===== config.mk =====
export PLATFORM = sky130hd
export DESIGN_NAME = txdp_engine
export DESIGN_NICKNAME = d
export VERILOG_FILES = /design/src/logic/txdp_pkg.sv /design/src/logic/txdp_engine.sv
export SDC_FILE = /design/constraint.sdc
export NUM_CORES = 1
export LEC_CHECK = 0
export BUFFER_PORTS_ARGS = -buffer_cell sky130_fd_sc_hd__buf_2
export CAP_MARGIN = 20
export CORE_MARGIN = 5
export CORE_UTILIZATION = 55
export CTS_CLUSTER_SIZE = 24
export DETAILED_ROUTE_END_ITERATION = 8
export GPL_TIMING_DRIVEN = 0
export MAX_ROUTING_LAYER = met4
export PLACE_DENSITY = 0.76
export SKIP_CTS_REPAIR_TIMING = 1
export SKIP_LAST_GASP = 1
export SYNTH_ARGS = -nofsm -noshare
export SYNTH_HDL_FRONTEND = slang
export SYNTH_SLANG_ARGS = --single-unit
export TNS_END_PERCENT = 50

===== constraint.sdc =====
create_clock -name clk_i -period 7.9 [get_ports clk_i]
set_input_delay 0.395 -clock clk_i [delete_from_list [all_inputs] [get_ports clk_i]]
set_output_delay 0.395 -clock clk_i [all_outputs]
set_load 0.005 [all_outputs]

===== src/logic/txdp_pkg.sv =====
// Purpose: Shared constants and carrier types for transmit descriptor processing.
// Assumes: Little-endian host memory, 32-bit memory port carrying word-aligned byte addresses.
// Notes:   Register offsets are byte addresses on the Wishbone slave.
package txdp_pkg;
    // Wishbone register byte offsets.
    localparam logic [7:0] REG_CTRL  = 8'h00;
    localparam logic [7:0] REG_BASE  = 8'h04;
    localparam logic [7:0] REG_CUR   = 8'h08;
    localparam logic [7:0] REG_STAT  = 8'h0C;
    localparam logic [7:0] REG_CTL_W = 8'h10;
    localparam logic [7:0] REG_BUF_W = 8'h14;
    localparam logic [7:0] REG_NXT_W = 8'h18;
    // Control register bits.
    localparam int CTRL_ENABLE = 0;
    localparam int CTRL_POLL   = 1;
    localparam int CTRL_G_IP   = 2;
    localparam int CTRL_G_TCP  = 3;
    localparam int CTRL_G_UDP  = 4;
    localparam logic [31:0] CTRL_MASK = 32'h0000001D;
    // Descriptor words and bit fields.
    localparam logic [1:0] DW_STATUS = 2'h0;
    localparam logic [1:0] DW_NEXT   = 2'h3;
    localparam int OWN_BIT   = 31;
    localparam int IRQ_BIT   = 31;
    localparam int FIRST_BIT = 30;
    localparam int LAST_BIT  = 29;
    localparam int IPCK_BIT  = 28;
    localparam int TCPCK_BIT = 27;
    localparam int UDPCK_BIT = 26;
    localparam int WRAP_BIT  = 25;
    localparam int PORT_LO   = 20;
    localparam int PORT_W    = 2;
    localparam int LEN_W     = 11;
    localparam logic [31:0] STATUS_DONE = 32'h00000000;
    // Frame layout for checksum work.
    localparam logic [15:0] OFS_ETYPE_HI = 16'h000C;
    localparam logic [15:0] OFS_ETYPE_LO = 16'h000D;
    localparam logic [15:0] OFS_IP       = 16'h000E;
    localparam logic [15:0] OFS_TLEN_HI  = 16'h0010;
    localparam logic [15:0] OFS_TLEN_LO  = 16'h0011;
    localparam logic [15:0] OFS_PROTO    = 16'h0017;
    localparam logic [15:0] OFS_IPSUM    = 16'h0018;
    localparam logic [15:0] OFS_SRC      = 16'h001A;
    localparam logic [15:0] OFS_L4       = 16'h0022;
    localparam logic [15:0] OFS_UDPSUM   = 16'h0028;
    localparam logic [15:0] OFS_TCPSUM   = 16'h0032;
    localparam logic [15:0] IP_HDR_LEN   = 16'h0014;
    localparam logic [7:0]  ETYPE_HI     = 8'h08;
    localparam logic [7:0]  ETYPE_LO     = 8'h00;
    localparam logic [7:0]  VER_IHL      = 8'h45;
    localparam logic [7:0]  PROTO_TCP    = 8'h06;
    localparam logic [7:0]  PROTO_UDP    = 8'h11;

    typedef struct packed {
        logic        req;
        logic        we;
        logic [31:0] addr;
        logic [31:0] wdata;
    } txdp_mem_req_t;

    typedef struct packed {
        logic        ack;
        logic [31:0] rdata;
    } txdp_mem_rsp_t;

    typedef struct packed {
        logic       valid;
        logic [7:0] data;
        logic       first;
        logic       last;
    } txdp_byte_t;

    typedef struct packed {
        logic              valid;
        logic              irq;
        logic              ip_ok;
        logic [15:0]       ip_sum;
        logic              l4_ok;
        logic [15:0]       l4_sum;
        logic [15:0]       l4_ofs;
        logic [PORT_W-1:0] ports;
        logic              bcast;
        logic              lookup;
    } txdp_result_t;
endpackage


===== src/logic/txdp_engine.sv =====
// Purpose: Walks the transmit descriptor ring, streams buffer bytes and works out checksums.
// Assumes: Memory port answers with ack in the same cycle or later; requests are held till ack.
// Notes:   Checksums are reported at frame end, the L4 one with its byte offset, for the FIFO to patch.
// How it works
// - A buffer flagged final segment closes the frame.
// - IP header checksum is computed when its flag asks and the frame is IPv4.
// - Only a 20-byte IP header is handled; other headers get no checksums.
// - Per-descriptor IP flag counts only while the global IP setting is clear.
// - TCP checksum is computed when asked; global TCP setting overrides the flag.
// - UDP checksum is computed when asked; global UDP setting overrides the flag.
// - Ring wrap flag sends the next fetch to the list base address.
// - A four-bit control field chooses the destination ports.
// - Lowest port-map bit is port 1, next bit is port 2.
// - Both port bits set means broadcast to every port.
// - A zero port map means use the internal lookup.
// - Port map is taken only from the final-segment descriptor.
// - The two upper port-map bits are ignored.
// - Exactly the buffer byte count is fetched from the buffer.
// - A zero byte count skips the buffer and moves to the next descriptor.
// - Buffer address may have any byte alignment.
// - Fourth descriptor word locates the following descriptor.
// - Ownership bit is cleared after each buffer is sent or when the buffer is empty.
// - Completion interrupt request is raised after the final segment when flagged.
// - A buffer flagged initial segment begins a new frame.
//
// The Wishbone register port and the register offsets were decided locally.
module txdp_engine #(
    parameter int WB_AW = 8
) (
    input  wire logic                  clk_i,
    input  wire logic                  rst_i,
    input  wire logic                  wb_cyc_i,
    input  wire logic                  wb_stb_i,
    input  wire logic                  wb_we_i,
    input  wire logic [WB_AW-1:0]      wb_adr_i,
    input  wire logic [3:0]            wb_sel_i,
    input  wire logic [31:0]           wb_dat_i,
    output logic      [31:0]           wb_dat_o,
    output logic                       wb_ack_o,
    output txdp_pkg::txdp_mem_req_t    mem_o,
    input  wire txdp_pkg::txdp_mem_rsp_t mem_i,
    output txdp_pkg::txdp_byte_t       tx_o,
    input  wire logic                  tx_ready_i,
    output txdp_pkg::txdp_result_t     result_o
);
    typedef enum logic [2:0] {
        ST_IDLE, ST_DESC, ST_DATA_RD, ST_DATA_OUT, ST_WRITEBACK
    } txdp_state_t;

    localparam int LEN_W_C  = txdp_pkg::LEN_W;
    localparam int PORT_W_C = txdp_pkg::PORT_W;

    txdp_state_t state;
    logic [31:0] ctrl;
    logic [31:0] base;
    logic [31:0] cur_desc;
    logic [31:0] w_status;
    logic [31:0] w_ctl;
    logic [31:0] w_buf;
    logic [31:0] w_next;
    logic [1:0]  widx;
    logic        kick;
    logic        suspended;
    logic [15:0] frames;
    logic [31:0] bptr;
    logic [LEN_W_C-1:0] remain;
    logic [31:0] data_word;
    logic [15:0] fpos;
    logic        in_frame;
    logic        f_ip;
    logic        f_tcp;
    logic        f_udp;
    logic        eth_ip;
    logic        std_hdr;
    logic [7:0]  proto;
    logic [15:0] tot_len;
    logic [31:0] ip_acc;
    logic [31:0] l4_acc;
    logic        frame_end;

    // A write lands on the edge where the master sees ack, while all it carries still stands.
    wire logic wb_req    = wb_cyc_i & wb_stb_i;
    wire logic wb_wr     = wb_req & wb_we_i & wb_ack_o;
    wire logic [7:0] adr = 8'(wb_adr_i);
    wire logic [31:0] sel_mask = {{8{wb_sel_i[3]}}, {8{wb_sel_i[2]}},
                                  {8{wb_sel_i[1]}}, {8{wb_sel_i[0]}}};
    wire logic byte_go   = (state == ST_DATA_OUT) & tx_ready_i;
    wire logic [7:0] cur_byte = data_word[{bptr[1:0], 3'b000} +: 8];

    function automatic logic [31:0] merge(input logic [31:0] old, input logic [31:0] nw,
                                          input logic [31:0] m);
        merge = (old & ~m) | (nw & m);
    endfunction

    // Even frame offsets hold the high byte of each 16-bit word.
    function automatic logic [31:0] add_byte(input logic [31:0] acc, input logic [7:0] b,
                                             input logic odd);
        add_byte = acc + (odd ? {24'h000000, b} : {16'h0000, b, 8'h00});
    endfunction

    function automatic logic [15:0] fold(input logic [31:0] acc);
        logic [31:0] s;
        s = {16'h0000, acc[15:0]} + {16'h0000, acc[31:16]};
        s = {16'h0000, s[15:0]} + {16'h0000, s[31:16]};
        fold = ~s[15:0];
    endfunction

    // Wishbone slave: one wait state, ack drops the cycle after it was given.
    always_ff @(posedge clk_i) begin
        if (rst_i) begin
            wb_ack_o <= 1'b0;
        end else begin
            wb_ack_o <= wb_req & ~wb_ack_o;
        end
    end

    always_ff @(posedge clk_i) begin
        if (rst_i) begin
            wb_dat_o <= 32'h00000000;
        end else if (wb_req & ~wb_ack_o) begin
            case (adr)
                txdp_pkg::REG_CTRL:  wb_dat_o <= ctrl;
                txdp_pkg::REG_BASE:  wb_dat_o <= base;
                txdp_pkg::REG_CUR:   wb_dat_o <= cur_desc;
                txdp_pkg::REG_STAT:  wb_dat_o <= {frames, 14'h0000, suspended,
                                                  state != ST_IDLE};
                txdp_pkg::REG_CTL_W: wb_dat_o <= w_ctl;
                txdp_pkg::REG_BUF_W: wb_dat_o <= w_buf;
                txdp_pkg::REG_NXT_W: wb_dat_o <= w_next;
                default:             wb_dat_o <= 32'h00000000;
            endcase
        end
    end

    always_ff @(posedge clk_i) begin
        if (rst_i) begin
            ctrl <= 32'h00000000;
            base <= 32'h00000000;
        end else if (wb_wr) begin
            if (adr == txdp_pkg::REG_CTRL) begin
                ctrl <= merge(ctrl, wb_dat_i, sel_mask & txdp_pkg::CTRL_MASK);
            end
            if (adr == txdp_pkg::REG_BASE) begin
                base <= merge(base, wb_dat_i, sel_mask);
            end
        end
    end

    // A poll written in the cycle the engine starts is kept: set wins over clear.
    always_ff @(posedge clk_i) begin
        if (rst_i) begin
            kick <= 1'b0;
        end else if (wb_wr & (adr == txdp_pkg::REG_CTRL) & wb_sel_i[0]
                     & wb_dat_i[txdp_pkg::CTRL_POLL]) begin
            kick <= 1'b1;
        end else if (state == ST_IDLE && ctrl[txdp_pkg::CTRL_ENABLE]) begin
            kick <= 1'b0;
        end
    end

    // Memory master: request held combinationally from state until ack.
    always_comb begin
        mem_o.req   = 1'b0;
        mem_o.we    = 1'b0;
        mem_o.addr  = 32'h00000000;
        mem_o.wdata = 32'h00000000;
        case (state)
            ST_DESC: begin
                mem_o.req  = 1'b1;
                mem_o.addr = cur_desc + {28'h0000000, widx, 2'b00};
            end
            ST_DATA_RD: begin
                mem_o.req  = 1'b1;
                mem_o.addr = {bptr[31:2], 2'b00};
            end
            ST_WRITEBACK: begin
                mem_o.req   = 1'b1;
                mem_o.we    = 1'b1;
                mem_o.addr  = cur_desc;
                mem_o.wdata = txdp_pkg::STATUS_DONE;
            end
            default: begin
                mem_o.req = 1'b0;
            end
        endcase
    end

    always_ff @(posedge clk_i) begin
        if (rst_i) begin
            state     <= ST_IDLE;
            widx      <= 2'h0;
            cur_desc  <= 32'h00000000;
            w_status  <= 32'h00000000;
            w_ctl     <= 32'h00000000;
            w_buf     <= 32'h00000000;
            w_next    <= 32'h00000000;
            bptr      <= 32'h00000000;
            remain    <= '0;
            data_word <= 32'h00000000;
            suspended <= 1'b0;
        end else begin
            case (state)
                ST_IDLE: begin
                    if (wb_wr && adr == txdp_pkg::REG_BASE) begin
                        cur_desc <= merge(base, wb_dat_i, sel_mask);
                    end else if (ctrl[txdp_pkg::CTRL_ENABLE] && (kick || !suspended)) begin
                        state     <= ST_DESC;
                        widx      <= txdp_pkg::DW_STATUS;
                        suspended <= 1'b0;
                    end
                end
                ST_DESC: begin
                    if (mem_i.ack) begin
                        case (widx)
                            2'h0:    w_status <= mem_i.rdata;
                            2'h1:    w_ctl    <= mem_i.rdata;
                            2'h2:    w_buf    <= mem_i.rdata;
                            default: w_next   <= mem_i.rdata;
                        endcase
                        widx <= widx + 2'h1;
                        if (widx == txdp_pkg::DW_STATUS
                            && !mem_i.rdata[txdp_pkg::OWN_BIT]) begin
                            state     <= ST_IDLE;
                            suspended <= 1'b1;
                        end else if (widx == txdp_pkg::DW_NEXT) begin
                            bptr   <= w_buf;
                            remain <= w_ctl[LEN_W_C-1:0];
                            if (w_ctl[LEN_W_C-1:0] == '0) begin
                                state <= ST_WRITEBACK;
                            end else begin
                                state <= ST_DATA_RD;
                            end
                        end
                    end
                end
                ST_DATA_RD: begin
                    if (mem_i.ack) begin
                        data_word <= mem_i.rdata;
                        state     <= ST_DATA_OUT;
                    end
                end
                ST_DATA_OUT: begin
                    if (tx_ready_i) begin
                        bptr   <= bptr + 32'h00000001;
                        remain <= remain - 1'b1;
                        if (remain == LEN_W_C'(1)) begin
                            state <= ST_WRITEBACK;
                        end else if (bptr[1:0] == 2'b11) begin
                            state <= ST_DATA_RD;
                        end
                    end
                end
                ST_WRITEBACK: begin
                    if (mem_i.ack) begin
                        if (w_ctl[txdp_pkg::WRAP_BIT]) begin
                            cur_desc <= base;
                        end else begin
                            cur_desc <= w_next;
                        end
                        state <= ctrl[txdp_pkg::CTRL_ENABLE] ? ST_DESC : ST_IDLE;
                        widx  <= txdp_pkg::DW_STATUS;
                    end
                end
                default: state <= ST_IDLE;
            endcase
        end
    end

    // Byte stream towards the MAC transmit FIFO.
    always_comb begin
        tx_o.valid = (state == ST_DATA_OUT);
        tx_o.data  = cur_byte;
        tx_o.first = (state == ST_DATA_OUT) && w_ctl[txdp_pkg::FIRST_BIT]
                     && (remain == w_ctl[LEN_W_C-1:0]);
        tx_o.last  = (state == ST_DATA_OUT) && w_ctl[txdp_pkg::LAST_BIT]
                     && (remain == LEN_W_C'(1));
    end

    assign frame_end = (state == ST_WRITEBACK) && mem_i.ack && w_ctl[txdp_pkg::LAST_BIT]
                       && in_frame;

    // Frame position and per-packet checksum requests; global settings win.
    always_ff @(posedge clk_i) begin
        if (rst_i) begin
            fpos     <= 16'h0000;
            in_frame <= 1'b0;
            f_ip     <= 1'b0;
            f_tcp    <= 1'b0;
            f_udp    <= 1'b0;
        end else if (byte_go && tx_o.first) begin
            fpos     <= 16'h0001;
            in_frame <= 1'b1;
            f_ip     <= ctrl[txdp_pkg::CTRL_G_IP]  | w_ctl[txdp_pkg::IPCK_BIT];
            f_tcp    <= ctrl[txdp_pkg::CTRL_G_TCP] | w_ctl[txdp_pkg::TCPCK_BIT];
            f_udp    <= ctrl[txdp_pkg::CTRL_G_UDP] | w_ctl[txdp_pkg::UDPCK_BIT];
        end else if (byte_go) begin
            fpos <= fpos + 16'h0001;
        end else if (frame_end) begin
            in_frame <= 1'b0;
        end
    end

    // Header parse; position 0 is the first byte of the frame.
    wire logic [15:0] bpos = tx_o.first ? 16'h0000 : fpos;
    wire logic odd = bpos[0];
    wire logic in_ip = (bpos >= txdp_pkg::OFS_IP) && (bpos < txdp_pkg::OFS_L4);
    wire logic ip_end_ok = (bpos < txdp_pkg::OFS_IP + tot_len) || (bpos < txdp_pkg::OFS_L4);

    always_ff @(posedge clk_i) begin
        if (rst_i) begin
            eth_ip  <= 1'b0;
            std_hdr <= 1'b0;
            proto   <= 8'h00;
            tot_len <= 16'h0000;
        end else if (byte_go) begin
            case (bpos)
                txdp_pkg::OFS_ETYPE_HI: eth_ip  <= (cur_byte == txdp_pkg::ETYPE_HI);
                txdp_pkg::OFS_ETYPE_LO: eth_ip  <= eth_ip & (cur_byte == txdp_pkg::ETYPE_LO);
                txdp_pkg::OFS_IP:       std_hdr <= (cur_byte == txdp_pkg::VER_IHL);
                txdp_pkg::OFS_TLEN_HI:  tot_len <= {cur_byte, 8'h00};
                txdp_pkg::OFS_TLEN_LO:  tot_len <= {tot_len[15:8], cur_byte};
                txdp_pkg::OFS_PROTO:    proto   <= cur_byte;
                default:                proto   <= proto;
            endcase
            if (tx_o.first) begin
                eth_ip  <= 1'b0;
                std_hdr <= 1'b0;
            end
        end
    end

    // Running one's-complement sums; checksum fields count as zero.
    always_ff @(posedge clk_i) begin
        if (rst_i) begin
            ip_acc <= 32'h00000000;
            l4_acc <= 32'h00000000;
        end else if (byte_go) begin
            if (tx_o.first) begin
                ip_acc <= 32'h00000000;
                l4_acc <= 32'h00000000;
            end else begin
                if (in_ip && bpos != txdp_pkg::OFS_IPSUM
                    && bpos != txdp_pkg::OFS_IPSUM + 16'h0001) begin
                    ip_acc <= add_byte(ip_acc, cur_byte, odd);
                end
                if (bpos >= txdp_pkg::OFS_SRC && ip_end_ok
                    && !(proto == txdp_pkg::PROTO_TCP && (bpos == txdp_pkg::OFS_TCPSUM
                         || bpos == txdp_pkg::OFS_TCPSUM + 16'h0001))
                    && !(proto == txdp_pkg::PROTO_UDP && (bpos == txdp_pkg::OFS_UDPSUM
                         || bpos == txdp_pkg::OFS_UDPSUM + 16'h0001))) begin
                    l4_acc <= add_byte(l4_acc, cur_byte, odd);
                end
            end
        end
    end

    // Pseudo-header adds protocol and segment length at the end.
    wire logic [31:0] l4_total = l4_acc + {24'h000000, proto}
                                 + {16'h0000, tot_len - txdp_pkg::IP_HDR_LEN};
    wire logic [15:0] l4_raw = fold(l4_total);
    wire logic is_tcp = (proto == txdp_pkg::PROTO_TCP);
    wire logic is_udp = (proto == txdp_pkg::PROTO_UDP);
    wire logic ip_std = eth_ip & std_hdr;
    wire logic [PORT_W_C-1:0] pmap = w_ctl[txdp_pkg::PORT_LO +: PORT_W_C];

    // Frame summary, one-cycle pulse after the final status write-back.
    always_ff @(posedge clk_i) begin
        if (rst_i) begin
            result_o <= '0;
            frames   <= 16'h0000;
        end else begin
            result_o.valid <= frame_end;
            result_o.irq   <= frame_end & w_ctl[txdp_pkg::IRQ_BIT];
            if (frame_end) begin
                frames          <= frames + 16'h0001;
                result_o.ip_ok  <= f_ip & ip_std;
                result_o.ip_sum <= fold(ip_acc);
                result_o.l4_ok  <= ip_std & ((f_tcp & is_tcp) | (f_udp & is_udp));
                result_o.l4_sum <= (is_udp && l4_raw == 16'h0000) ? 16'hFFFF : l4_raw;
                result_o.l4_ofs <= is_tcp ? txdp_pkg::OFS_TCPSUM : txdp_pkg::OFS_UDPSUM;
                result_o.ports  <= pmap;
                result_o.bcast  <= &pmap;
                result_o.lookup <= ~|pmap;
            end
        end
    end
endmodule


==> reports/results.txt <==
status -> completed
crit path kind -> reg -> reg
worst reg-to-reg setup slack -> 0.37 ns
worst vdd ir -> 243.3 uV
Post-Synth Simple-Gate Area -> 0.2396
Vias per Instance -> 6.243
Fin Setup TNS -> 0 ns
First DRT Iteration DRCs -> 2918
number of synthesized flops with an enable pin -> 0
layout cells sized above 1 -> 0.1156
ys flop type -> dfxtp_1
cell mode on critical path -> ha_1
clock share of power -> 0.453
total iterations of the first detailed-routing run -> 7
Synth area leader -> dfxtp_1
Mapped Cells -> 3511
Die Y -> 231.2 um
DRC Markers -> 0
Max-Cap Viols -> 0
Leak -> 0.01190 uW
Synth top area share -> 0.3333
gr ovfl total -> 0
FF-to-FF path depth -> 34
Critical Path Fanout Max -> 10
Post-Place Cells -> 4383
Power Total -> 5515 uW
synth top area cells -> dfxtp_1 (33%), nand2_1 (7.9%), a21oi_1 (7.2%), ha_1 (5.6%), nor2_1 (4.4%)
Psw -> 1568 uW
pwr dens -> 178.3 nW/um^2
IO buf count -> 204
Min-Delay Startpoint -> wb_dat_i[7]
worst skew pair latency -> 0.63 ns
Num CTS Buffers -> 50
crit start category -> flop
nets -> 4035
core area -> 48650 um^2
Starting Density -> 0.5532
fin. max-slew vios -> 0
HP Class -> in -> reg
DR vias -> 27990
final WL -> 103.5 mm
final critical-path share of the clock period -> 0.9536
I/O pins -> 249
Total GRT Usage -> 0.3790
Syn-to-layout area delta -> 14.97%
crit path time final -> 7.533 ns
sequential share of power -> 0.430
Worst path max stage delay -> 0.55 ns
P_int -> 3947 uW
initial antenna violation count -> 2
Worst Tran Pin Value -> 1.216 ns
Highest Clock Rate -> 132.7 MHz
RSZ-0062 raised after global routing -> true
main combinational cell family by area after synthesis -> simple AND/OR/NAND/NOR gates
post-synthesis mux area share -> 0.01827
Worst R2R End -> result_o[27]
Syn Area/Cell -> 7.664 um^2
vias in the first global route -> 25780
CTS tree -> yes
hold violation total from the final report -> 0
Critical-path top delay cell -> or4_4
Clock transition at path regs -> 0.06 ns
complex-gate fraction of the synthesized area -> 0.2249
Routed WL per cell -> 23.09 um
die area -> 53450 um^2
worst hold endpoint -> base[7]
Synth cell types -> 94
clock skew -> 0.05225 ns
Sw Share -> 0.2844
WP data required -> 8.42 ns
YS warnings -> 0
largest net degree at the start of global routing -> 15
first-pass GRT wire length -> 154.2 mm
crit path DAT -> 8.05 ns
XOR/XNOR share of the synthesized area -> 0.06217
row cnt -> 81
post-route ant nets -> 0
share of total power in combinational logic -> 0.117
GP Congestion -> 1.044
CTS HTree Levels -> 2
post-synthesis register bit count -> 448
hold depth -> 3
clock root buffer -> clkbuf_16
CTS Buffer Depth -> 3
DP Wirelength -> 80.63 mm
sequential-to-total area share from yosys stat -> 0.3333
clock sinks -> 448
Filler cells -> 4498
fin cells -> 4483
pre-CTS WS -> -0.5483 ns
die width -> 231.2 um
post-synthesis adder-cell area fraction -> 0.06705
RR Startpoint -> tot_len[8]
final setup fails -> 0
CP Launch Point -> tot_len[8]
CP endpoint kind -> flop
Worst slew margin -> 0.1891
asr flop ratio synth -> 0
Post-Syn Area -> 26910 um^2
Worst Setup Slack, final -> 0.3668 ns
==> worst max-delay path by stage <==
stage              endpoint  slack [ns]  cells after the start
6_report       result_o[27]        0.37                     34
4_1_cts        result_o[23]       -0.60                     39
2_1_floorplan  result_o[23]        0.58                     39
3_3_place_gp   result_o[23]       -0.46                     37
5_1_grt        result_o[25]       -0.02                     34
3_5_place_dp   result_o[23]       -0.55                     39
==> cells in the mapped netlist (48+ instances only) <==
cell type  number
nand2_1       564
a22oi_1       148
o21ai_0       131
xor2_1         80
buf_4          48
a21oi_1       387
nor2_1        315
and3_1         49
nor3_1         63
dfxtp_1       448
ha_1          121
clkbuf_1      210
nand3_1       138
xnor2_1       111
inv_1          61
==> critical path: cells and delay by family, from the launching register on <==
kind | cells | cell delay [ns]
compound gates | 10 | 2.09
xor+xnor | 3 | 0.50
buf+inv | 3 | 0.45
fa+ha+maj | 5 | 1.18
flops | 1 | 0.38
simple gates | 13 | 2.82
==> metal layers <==
| layer | GRT usage | part of all wire | up-vias |
|---|---|---|---|
| li1 | - | - | 13070 |
| met1 | 0.4635 | 0.38 | 12980 |
| met2 | 0.5971 | 0.45 | 1547 |
| met3 | 0.06370 | 0.099 | 390 |
| met4 | 0.2138 | 0.068 | 0 |
| met5 | - | 0 | - |
==> metrics by stage <==
stage          area (um^2)  hold WS (ns)  utilization
6_report             30940       0.03525       0.6360
2_1_floorplan        27070        0.4331            -
3_3_place_gp         28870        0.4410       0.5935
3_5_place_dp         28900        0.4440       0.5940
4_1_cts              30650       0.01262       0.6301
5_1_grt              30940       0.02782       0.6360
==> placed cells by master, fill, tap and decap left out, types with 13 or more instances in the layout <==
master,instances
fa_1,14
o31ai_1,15
a311oi_1,38
xnor2_1,109
mux2i_1,30
nand2_1,564
nor4_1,22
a21oi_1,377
clkbuf_1,209
dfxtp_1,444
xor2_1,80
inv_1,60
a211oi_1,34
conb_1,44
nor2_1,313
a22oi_1,148
nor2b_1,43
or3_1,36
nand2b_1,19
o211ai_1,15
nand3b_1,17
and3_1,47
and2_1,27
nand4_1,42
a31oi_1,37
buf_4,58
o21a_1,17
clkinv_2,13
buf_2,216
o21ai_0,125
nand3_1,137
clkbuf_16,51
ha_1,116
nor3_1,59
a21o_1,37
==> cell type report <==
type | count | area [um^2] | area share
Multi-Input combinational cell | 2766 | 16830 | 0.5441
Inverter | 62 | 232.7 | 0.007522
Clock buffer | 68 | 1420 | 0.04590
Timing Repair Buffer | 221 | 1152 | 0.03725
Sequential cell | 448 | 8976 | 0.2901
Tap cell | 622 | 778.2 | 0.02515
Antenna cell | 2 | 5.005 | 0.0001618
Buffer | 268 | 1204 | 0.03890
Clock inverter | 26 | 335.3 | 0.01084
==> registers in the layout, indices dropped and copies added, names as in the netlist, 11 cells and up, named ones only <==
register   cells
wb_dat_o      32
ip_acc        32
base          32
l4_acc        32
tot_len       16
fpos          16
frames        16
data_word     32
cur_desc      32
w_buf         32
result_o      43
w_next        32
remain        11
bptr          32
w_ctl         32
==> power by group through the flow <==
stage / clock network (uW) / registers [uW] / logic [uW]
finish: 2500 / 2370 / 643
floorplan: 0 / 2380 / 366
global placement: 0 / 2420 / 607
detailed placement: 0 / 2420 / 607
CTS: 2510 / 2370 / 609
global route: 2600 / 2370 / 673
==> logic make-up after synthesis <==
logic type | count (synthesis)
flops | 448
simple gates | 1398
buf+inv | 340
compound gates | 958
other cells | 1
xor+xnor | 191
mux | 39
fa+ha+maj | 136
Power figures use the tool's default switching activity.
